File: src/design/cwd_pkg.sv
// package: register map, fields and reset values of the countdown watchdog
package cwd_pkg;
  // ==========================================
  // register offsets (byte addresses)
  localparam logic [11:0] OFS_RELOAD = 12'h000;
  localparam logic [11:0] OFS_READBACK = 12'h004;
  localparam logic [11:0] OFS_CONTROL = 12'h008;
  localparam logic [11:0] OFS_ICLR = 12'h00C;
  localparam logic [11:0] OFS_RAW = 12'h010;
  localparam logic [11:0] OFS_MASKED = 12'h014;
  localparam logic [11:0] OFS_EVT_STAT = 12'h018;
  localparam logic [11:0] OFS_EVT_MASK = 12'h01C;
  localparam logic [11:0] OFS_GUARD = 12'hC00;
  // ==========================================
  // field positions
  localparam int BIT_IRQ_GEN = 0;
  localparam int BIT_REBOOT = 1;
  localparam int BIT_EVT_ZERO = 0;
  localparam int BIT_EVT_RST = 1;
  localparam int EVT_W = 2;
  // ==========================================
  // reset values and the unlock key
  localparam logic [31:0] RST_RELOAD = 32'hFFFFFFFF;
  localparam logic [31:0] RST_COUNT = 32'hFFFFFFFF;
  localparam logic [31:0] GUARD_KEY = 32'h1ACCE551;
  localparam logic [31:0] ZERO_WORD = 32'h00000000;
  // ==========================================
  // timing
  localparam int SLOW_HZ = 32768;
  localparam int HCLK_HZ = 100000000;
  localparam int SYNC_STAGES = 2;
  // ==========================================
  // control register fields
  typedef struct packed {
    logic reboot_on_overrun;
    logic irq_gen_on;
  } cwd_ctrl_t;
  // latched address phase of a bus transfer
  typedef struct packed {
    logic valid;
    logic write;
    logic [11:0] ofs;
  } cwd_aphase_t;
endpackage

File: src/design/cwd_top.sv
// module: countdown watchdog with AHB-Lite register slave
//
// Our own choice: the AHB-Lite interface to the registers.
module cwd_top #(
  parameter int CNT_W = 32
) (
  input wire logic hclk,
  input wire logic hresetn,
  input wire logic hsel,
  input wire logic [31:0] haddr,
  input wire logic [1:0] htrans,
  input wire logic hwrite,
  input wire logic [2:0] hsize,
  input wire logic [31:0] hwdata,
  input wire logic hready,
  output logic hreadyout,
  output logic hresp,
  output logic [31:0] hrdata,
  input wire logic slow_clk,
  output logic irq,
  output logic wdog_reset_req
);

  // ==========================================
  // elaboration check
  if (CNT_W != 32)
  begin : g_bad_width
    $error("cwd_top supports CNT_W of 32 only");
  end

  // ==========================================
  // state
  localparam int SYNC_STAGES_L = cwd_pkg::SYNC_STAGES;
  logic [SYNC_STAGES_L-1:0] slow_sync_q; // synchroniser chain
  logic slow_prev_q; // last synchronised level
  logic tick; // one-cycle pulse per slow rising edge
  logic [31:0] reload_store_q; // reload value
  logic [31:0] live_count_q; // running count
  cwd_pkg::cwd_ctrl_t ctrl_q; // control bits
  logic raw_q; // raw interrupt status
  logic locked_q; // write guard state
  logic rst_req_q; // reset request
  logic [cwd_pkg::EVT_W-1:0] evt_stat_q; // sticky events
  logic [cwd_pkg::EVT_W-1:0] evt_mask_q; // event mask
  logic irq_q; // interrupt output flop
  cwd_pkg::cwd_aphase_t aph_q; // latched address phase
  logic [31:0] rdata_q; // read data flop

  // ==========================================
  // bus decode
  logic addr_take; // address phase accepted
  logic wr_ok; // data-phase write allowed
  logic wr_reload; // write to reload register
  logic wr_ctrl; // write to control register
  logic wr_iclr; // write to clear port
  logic wr_guard; // write to guard register
  logic wr_estat; // write to event status
  logic wr_emask; // write to event mask
  logic zero_hit; // counter hits zero this tick
  logic overrun; // zero while status still set
  logic gen_rise; // irq generation being switched on
  logic [cwd_pkg::EVT_W-1:0] evt_set; // event set pulses

  // accept any NONSEQ or SEQ when selected and bus ready
  assign addr_take = hsel && hready && htrans[1];
  // writes pass only while unlocked
  assign wr_ok = aph_q.valid && aph_q.write && !locked_q;
  assign wr_reload = wr_ok && (aph_q.ofs == cwd_pkg::OFS_RELOAD);
  assign wr_ctrl = wr_ok && (aph_q.ofs == cwd_pkg::OFS_CONTROL);
  assign wr_iclr = wr_ok && (aph_q.ofs == cwd_pkg::OFS_ICLR);
  assign wr_estat = wr_ok && (aph_q.ofs == cwd_pkg::OFS_EVT_STAT);
  assign wr_emask = wr_ok && (aph_q.ofs == cwd_pkg::OFS_EVT_MASK);
  // guard itself is always writable
  assign wr_guard = aph_q.valid && aph_q.write
    && (aph_q.ofs == cwd_pkg::OFS_GUARD);
  // enable bit going from zero to one
  assign gen_rise = wr_ctrl && hwdata[cwd_pkg::BIT_IRQ_GEN]
    && !ctrl_q.irq_gen_on;

  // ==========================================
  // slow clock synchroniser
  // two flops, then edge detect on the settled stage only
  always_ff @(posedge hclk or negedge hresetn)
  begin
    if (!hresetn)
    begin
      slow_sync_q <= '0;
      slow_prev_q <= 1'b0;
    end
    else
    begin
      slow_sync_q <= {slow_sync_q[SYNC_STAGES_L-2:0], slow_clk};
      slow_prev_q <= slow_sync_q[SYNC_STAGES_L-1];
    end
  end

  // rising edge of the synchronised slow clock
  assign tick = slow_sync_q[SYNC_STAGES_L-1] && !slow_prev_q;
  // zero reached on a counting tick
  assign zero_hit = tick && ctrl_q.irq_gen_on
    && (live_count_q == cwd_pkg::ZERO_WORD);
  // second zero before the first was cleared
  assign overrun = zero_hit && raw_q;

  // ==========================================
  // address phase capture
  always_ff @(posedge hclk or negedge hresetn)
  begin
    if (!hresetn)
    begin
      aph_q <= '0;
    end
    else if (hready)
    begin
      // new address phase or idle
      aph_q.valid <= addr_take;
      aph_q.write <= hwrite;
      aph_q.ofs <= haddr[11:0];
    end
  end

  // ==========================================
  // reload register
  always_ff @(posedge hclk or negedge hresetn)
  begin
    if (!hresetn)
    begin
      reload_store_q <= cwd_pkg::RST_RELOAD;
    end
    else if (wr_reload)
    begin
      reload_store_q <= hwdata;
    end
  end

  // ==========================================
  // down counter
  // priority: reload write, clear, enable, zero, decrement
  always_ff @(posedge hclk or negedge hresetn)
  begin
    if (!hresetn)
    begin
      live_count_q <= cwd_pkg::RST_COUNT;
    end
    else if (wr_reload)
    begin
      // restart from the new value at once
      live_count_q <= hwdata;
    end
    else if (wr_iclr)
    begin
      // clearing the interrupt reloads too
      live_count_q <= reload_store_q;
    end
    else if (gen_rise)
    begin
      // fresh start, not the old count
      live_count_q <= reload_store_q;
    end
    else if (zero_hit)
    begin
      // reload after zero gives reload+1 ticks per period
      live_count_q <= reload_store_q;
    end
    else if (tick && ctrl_q.irq_gen_on)
    begin
      // one step per slow tick; holds while disabled
      live_count_q <= live_count_q - 32'h00000001;
    end
  end

  // ==========================================
  // control register
  always_ff @(posedge hclk or negedge hresetn)
  begin
    if (!hresetn)
    begin
      ctrl_q <= '0;
    end
    else if (wr_ctrl)
    begin
      ctrl_q.irq_gen_on <= hwdata[cwd_pkg::BIT_IRQ_GEN];
      ctrl_q.reboot_on_overrun <= hwdata[cwd_pkg::BIT_REBOOT];
    end
  end

  // ==========================================
  // raw interrupt status
  // a zero in the same cycle as a clear wins
  always_ff @(posedge hclk or negedge hresetn)
  begin
    if (!hresetn)
    begin
      raw_q <= 1'b0;
    end
    else if (zero_hit)
    begin
      raw_q <= 1'b1;
    end
    else if (wr_iclr)
    begin
      raw_q <= 1'b0;
    end
  end

  // ==========================================
  // reset request
  // sticky until the system reset it causes clears it
  always_ff @(posedge hclk or negedge hresetn)
  begin
    if (!hresetn)
    begin
      rst_req_q <= 1'b0;
    end
    else if (overrun && ctrl_q.reboot_on_overrun)
    begin
      rst_req_q <= 1'b1;
    end
  end

  // ==========================================
  // write guard
  always_ff @(posedge hclk or negedge hresetn)
  begin
    if (!hresetn)
    begin
      locked_q <= 1'b0;
    end
    else if (wr_guard)
    begin
      // only the key opens; anything else closes
      locked_q <= (hwdata != cwd_pkg::GUARD_KEY);
    end
  end

  // ==========================================
  // event status and mask
  // one driver for the whole vector: bit1 reset requested, bit0 zero reached
  assign evt_set = {overrun && ctrl_q.reboot_on_overrun, zero_hit};

  // sticky bits, write one to clear, set wins
  always_ff @(posedge hclk or negedge hresetn)
  begin
    if (!hresetn)
    begin
      evt_stat_q <= '0;
    end
    else
    begin
      if (wr_estat)
      begin
        evt_stat_q <= (evt_stat_q & ~hwdata[cwd_pkg::EVT_W-1:0])
          | evt_set;
      end
      else
      begin
        evt_stat_q <= evt_stat_q | evt_set;
      end
    end
  end

  // mask register
  always_ff @(posedge hclk or negedge hresetn)
  begin
    if (!hresetn)
    begin
      evt_mask_q <= '0;
    end
    else if (wr_emask)
    begin
      evt_mask_q <= hwdata[cwd_pkg::EVT_W-1:0];
    end
  end

  // level interrupt from unmasked sticky bits
  always_ff @(posedge hclk or negedge hresetn)
  begin
    if (!hresetn)
    begin
      irq_q <= 1'b0;
    end
    else
    begin
      irq_q <= |(evt_stat_q & evt_mask_q);
    end
  end

  // ==========================================
  // read data
  // sampled at the address edge, shown in the data phase
  always_ff @(posedge hclk or negedge hresetn)
  begin
    if (!hresetn)
    begin
      rdata_q <= '0;
    end
    else if (addr_take && !hwrite)
    begin
      case (haddr[11:0])
        cwd_pkg::OFS_RELOAD:
        begin
          rdata_q <= reload_store_q;
        end
        cwd_pkg::OFS_READBACK:
        begin
          rdata_q <= live_count_q;
        end
        cwd_pkg::OFS_CONTROL:
        begin
          rdata_q <= {30'h0, ctrl_q.reboot_on_overrun, ctrl_q.irq_gen_on};
        end
        cwd_pkg::OFS_ICLR:
        begin
          rdata_q <= cwd_pkg::ZERO_WORD;
        end
        cwd_pkg::OFS_RAW:
        begin
          rdata_q <= {31'h0, raw_q};
        end
        cwd_pkg::OFS_MASKED:
        begin
          rdata_q <= {31'h0, raw_q && ctrl_q.irq_gen_on};
        end
        cwd_pkg::OFS_EVT_STAT:
        begin
          rdata_q <= {30'h0, evt_stat_q};
        end
        cwd_pkg::OFS_EVT_MASK:
        begin
          rdata_q <= {30'h0, evt_mask_q};
        end
        cwd_pkg::OFS_GUARD:
        begin
          rdata_q <= {31'h0, locked_q};
        end
        default:
        begin
          // unmapped reads as zero
          rdata_q <= cwd_pkg::ZERO_WORD;
        end
      endcase
    end
  end

  // ==========================================
  // outputs, all from flops
  // zero wait states and OKAY always
  always_ff @(posedge hclk or negedge hresetn)
  begin
    if (!hresetn)
    begin
      hreadyout <= 1'b0;
      hresp <= 1'b0;
    end
    else
    begin
      hreadyout <= 1'b1;
      hresp <= 1'b0;
    end
  end

  assign hrdata = rdata_q;
  assign irq = irq_q;
  assign wdog_reset_req = rst_req_q;

endmodule

File: config.mk
export PLATFORM = sky130hd
export DESIGN_NAME = cwd_top
export DESIGN_NICKNAME = d
export VERILOG_FILES = /design/src/design/cwd_pkg.sv /design/src/design/cwd_top.sv
export SDC_FILE = /design/constraint.sdc
export NUM_CORES = 1
export LEC_CHECK = 0
export ABC_AREA = 1
export BUFFER_PORTS_ARGS = -buffer_cell sky130_fd_sc_hd__buf_4
export CORE_UTILIZATION = 53
export DETAILED_ROUTE_END_ITERATION = 8
export HOLD_SLACK_MARGIN = 0.1
export PLACE_DENSITY_LB_ADDON = 0.1
export SYNTH_ARGS = -nofsm -noshare
export SYNTH_HDL_FRONTEND = slang
export SYNTH_SLANG_ARGS = --single-unit
File: constraint.sdc
create_clock -name hclk -period 2.5 [get_ports hclk]
set_clock_uncertainty 0.15 [all_clocks]
set_input_delay 0.125 -clock hclk [delete_from_list [all_inputs] [get_ports hclk]]
set_output_delay 0.125 -clock hclk [all_outputs]
set_load 0.05 [all_outputs]
==> metrics.md <==
| Metric | Value |
|---|---|
| Count of cell types in the netlist | 36 |
| Count of final max-slew check failures | 0 |
| Fill count | 1,138 |
| Synth warn | 0 |
| Static Leak | 0.00488 uW |
| Int Power | 4160 uW |
| Switching share of power | 29.0% |
| WP data arrival | 2.51 ns |
| FMAX | 435 MHz |
| Core ar. | around 13,000 um2 |
| Clock Power Share | 38.4% |
| Total gr overflow | 0 |
| I/O pin count | 111 |
| H-tree levels | 4 |
| DRC errors left | 0 |
| Design area | roughly 9400 um2 |
| Combinational group share of total power | 20.1% |
| Seq pwr share | around 42% |
| Worst slack, placed | 0.246 ns |
| Worst setup margin | 0.201 ns |
| Insertion delay to the later sink of the worst-skew pair | 0.43 ns |
| FP Rows | 42 |
| Worst R2R Start | live_count_q[0] |
| # clock sinks | roughly 120 |
| Crit start category | flop |
| RePlAce Congestion | ~0.95 |
| Synthesis-to-layout area growth | 29.1% |
| Flop2flop setup slack | 0.20 ns |
| Layout net count | around 1,200 |
| Die width | 119 um |
| Die Ht | roughly 120 um |
| Worst setup EP type | flop |
| Overall Global Routing Usage | 30.5% |
| Post-DP HPWL | ~13 mm |
| Mean Syn Cell Area | 7.30 um2 |
| Reg clk slew, reported paths | 0.05 ns |
| Clock Path Buffers | 2 |
| Top Layer Used | met4 |
| Outcome | completed |
| Crit Path Max Fanout | 9 |
| RSZ-0062 raised after global routing | no |
| Number of global-route vias before repair | 6,790 |
| Clock tree from TritonCTS | built |
| Max-Cap Viols | 0 |
| Largest net degree at the start of global routing | 55 |
| Cells on worst reg2reg path | 13 |
| Post-Syn Area | 7290 um2 |
| Clock root buffer | clkbuf_16 |
| DRT Pass-1 Iters | 6 |
| Setup TNS | 0 ns |
| Power Density | around 620 nW/um2 |
| First-pass GRT wire length | 33.6 mm |
| Max-slew headroom | between 50 and 60% |
| Syn nets | between 1,000 and 1,500 |
| Final period utilization | 91.9% |
| Final-report setup violation count | 0 |
| #FFs+latches synth | 124 |
| N_diodes | 0 |
| Total CTS buffers | 17 |
| Maximum VDD drop | 0.410 mV |
| WL met1 | 9.39 mm |
| Starting density of the core | 54.6% |
| R2r endpoint | live_count_q[24] |
| Die footprint | 14,200 um2 |
| Antenna Nets Post-Route | 0 |
| Vias | 6,974 |
| Placed cell area | 8190 um2 |
| 1st-iter DRT viols | 520 |
| Sequential-to-total area share from yosys stat | 43.7% |
| Worst Path Required | about 2.7 ns |
| NetSw | 1700 uW |
| Routed vias/inst | approximately 5.2 |
| Worst slew pin tran | between 0.7 and 0.8 ns |
| WS Path Type | flop to flop |
| Hold Path Class | primary input to asynchronous set/reset pin |
| Critical path origin | live_count_q[0] |
| Routed wl met2 | 9.42 mm |
| Fraction of layout cells with a size suffix above 1 | a little under a quarter |
| Post-Syn Instances | 999 |
| I/O Buffers | 85 |
| Initial antenna violation count | 0 |
| Routed wire length | 20.3 mm |
| Wire per inst | 15.1 um |
| Final Hold Viols | 0 |
| WL met3 | between 1 and 1.5 mm |
| Clock period minus worst slack | approximately 2.3 ns |
[what timing repair did]
| item | in CTS | in global routing |
|---|---|---|
| setup endpoints to repair | 0 | 0 |
| hold endpoints to repair | 152 | 0 |
| gates resized for setup | 0 | 0 |
| hold buffers | 69 | 0 |
| buffers inserted | 0 | 0 |
[cells by family (layout without fill, tap and decap cells)]
kind of cell               Yosys count  count (layout)  share of synthesized area, %
and+or+nand+nor                    578             578                          35.7
buffers and inverters              171             341                          9.95
DFF                                124             124                          43.7
AOI/OAI and AO/OA                  100             100                          7.43
xor gates and xnor gates            16              16                          1.92
muxes                                7               7                          1.08
other                                2               2                         0.103
adders and majority gates            1               1                         0.172
[power by group through the flow]
stage | Sequential (uW) | Combinational (uW) | Clock, uW
2_1_floorplan | 2420 | 774 | 0
3_3_place_gp | 2450 | 1040 | 0
3_5_place_dp | 2460 | 1060 | 0
4_1_cts | 2430 | 1170 | 2270
5_1_grt | 2460 | 1330 | 2370
6_report | 2430 | 1180 | 2250
[placed cells by master (no fill, tap or decap), drive strengths merged, types with 7 or more instances in the layout]
cell	n
nand2	312
nor2	143
inv	132
buf	109
dlygate4sd3	69
dfstp	64
nand3	64
dfrtp	60
o21ai	35
a21oi	34
o22ai	29
clkbuf	29
or2	23
nand4	19
xor2	16
nor4	8
mux2	7
[worst max-delay path: stages, from the launching register on]
cell and delay, ns:
dfstp_2 0.54, inv_1 0.08, ha_1 0.26, nand3_4 0.15
nor2_2 0.06, nand2_1 0.11, nor2_4 0.06, nand2_4 0.09
nand3_4 0.10, buf_4 0.21, a21oi_1 0.22, nand2_1 0.07
nand2_1 0.06, nand2_1 0.05
[worst max-delay path by stage]
stage | to | slack, ns | cells after the start
floorplan | live_count_q[2] | 0.52 | 12
global placement | live_count_q[24] | 0.31 | 13
detailed placement | live_count_q[24] | 0.25 | 13
CTS | live_count_q[24] | 0.23 | 13
global route | live_count_q[8] | 0.06 | 12
finish | live_count_q[24] | 0.20 | 13
[state kept, by name, summed over array words and instances, names as in the netlist]
name / flops
hrdata: 32
live_count_q: 32
reload_store_q: 32
aph_q: 14
ctrl_q: 2
evt_mask_q: 2
evt_stat_q: 2
slow_sync_q: 2
hreadyout: 1
irq: 1
locked_q: 1
raw_q: 1
slow_prev_q: 1
wdog_reset_req: 1
[cell usage after synthesis]
library cell	n	area, um2
nor3b_1	1	7.51
or2_1	4	25.0
nand4_2	2	25.0
nor4_1	8	50.1
dfrtp_1	60	1500
nor2_2	9	56.3
inv_1	127	477
nand3_4	2	35.0
ha_1	1	12.5
nand3_1	41	205
nor4b_1	1	8.76
nand2_1	308	1160
nor3_2	2	20.0
xor2_1	16	140
inv_2	5	18.8
buf_6	5	56.3
a22o_1	1	8.76
nand2_4	1	11.3
or2_2	19	119
mux2_2	7	78.8
nand2_2	3	18.8
buf_4	8	60.1
o22ai_1	29	181
o21ai_0	35	175
nor2_4	2	22.5
buf_2	13	65.1
nor3_1	3	15.0
a31oi_1	1	6.26
a21oi_1	34	170
dfstp_2	64	1680
nand4_1	17	106
conb_1	2	7.51
nand3b_1	2	15.0
clkbuf_1	13	48.8
nor2_1	132	495
nand3_2	21	210
[area by class of cell]
class / instances / area [um2] / area share [%]
tap: 176 / 220 / 2.34
clock inverter: 2 / 12.5 / 0.133
multi-input combinational: 704 / 3390 / 36.0
inverter: 132 / 495 / 5.26
clock buffer: 29 / 520 / 5.53
sequential: 124 / 3180 / 33.8
timing repair buffer: 178 / 1600 / 17.0
[per-stage QoR]
stage                     power, uW  std cells  util, %  hold WS (ns)
after floorplan                3190        999        -        -0.321
after global placement         3500       1245     61.4       0.00765
after detailed placement       3520       1245     61.4       0.00656
after CTS                      5870       1345     70.5         0.101
after global routing           6160       1345     70.5         0.143
final                          5860       1345     70.5        0.0864
[routing by layer]
metal	track usage, %	vias up
met1	42.7	3288
met4	9.53	0
li1	-	3455
met5	0	-
met2	47.7	203
met3	5.99	28
Note: power is estimated with default switching activity, not from simulation.
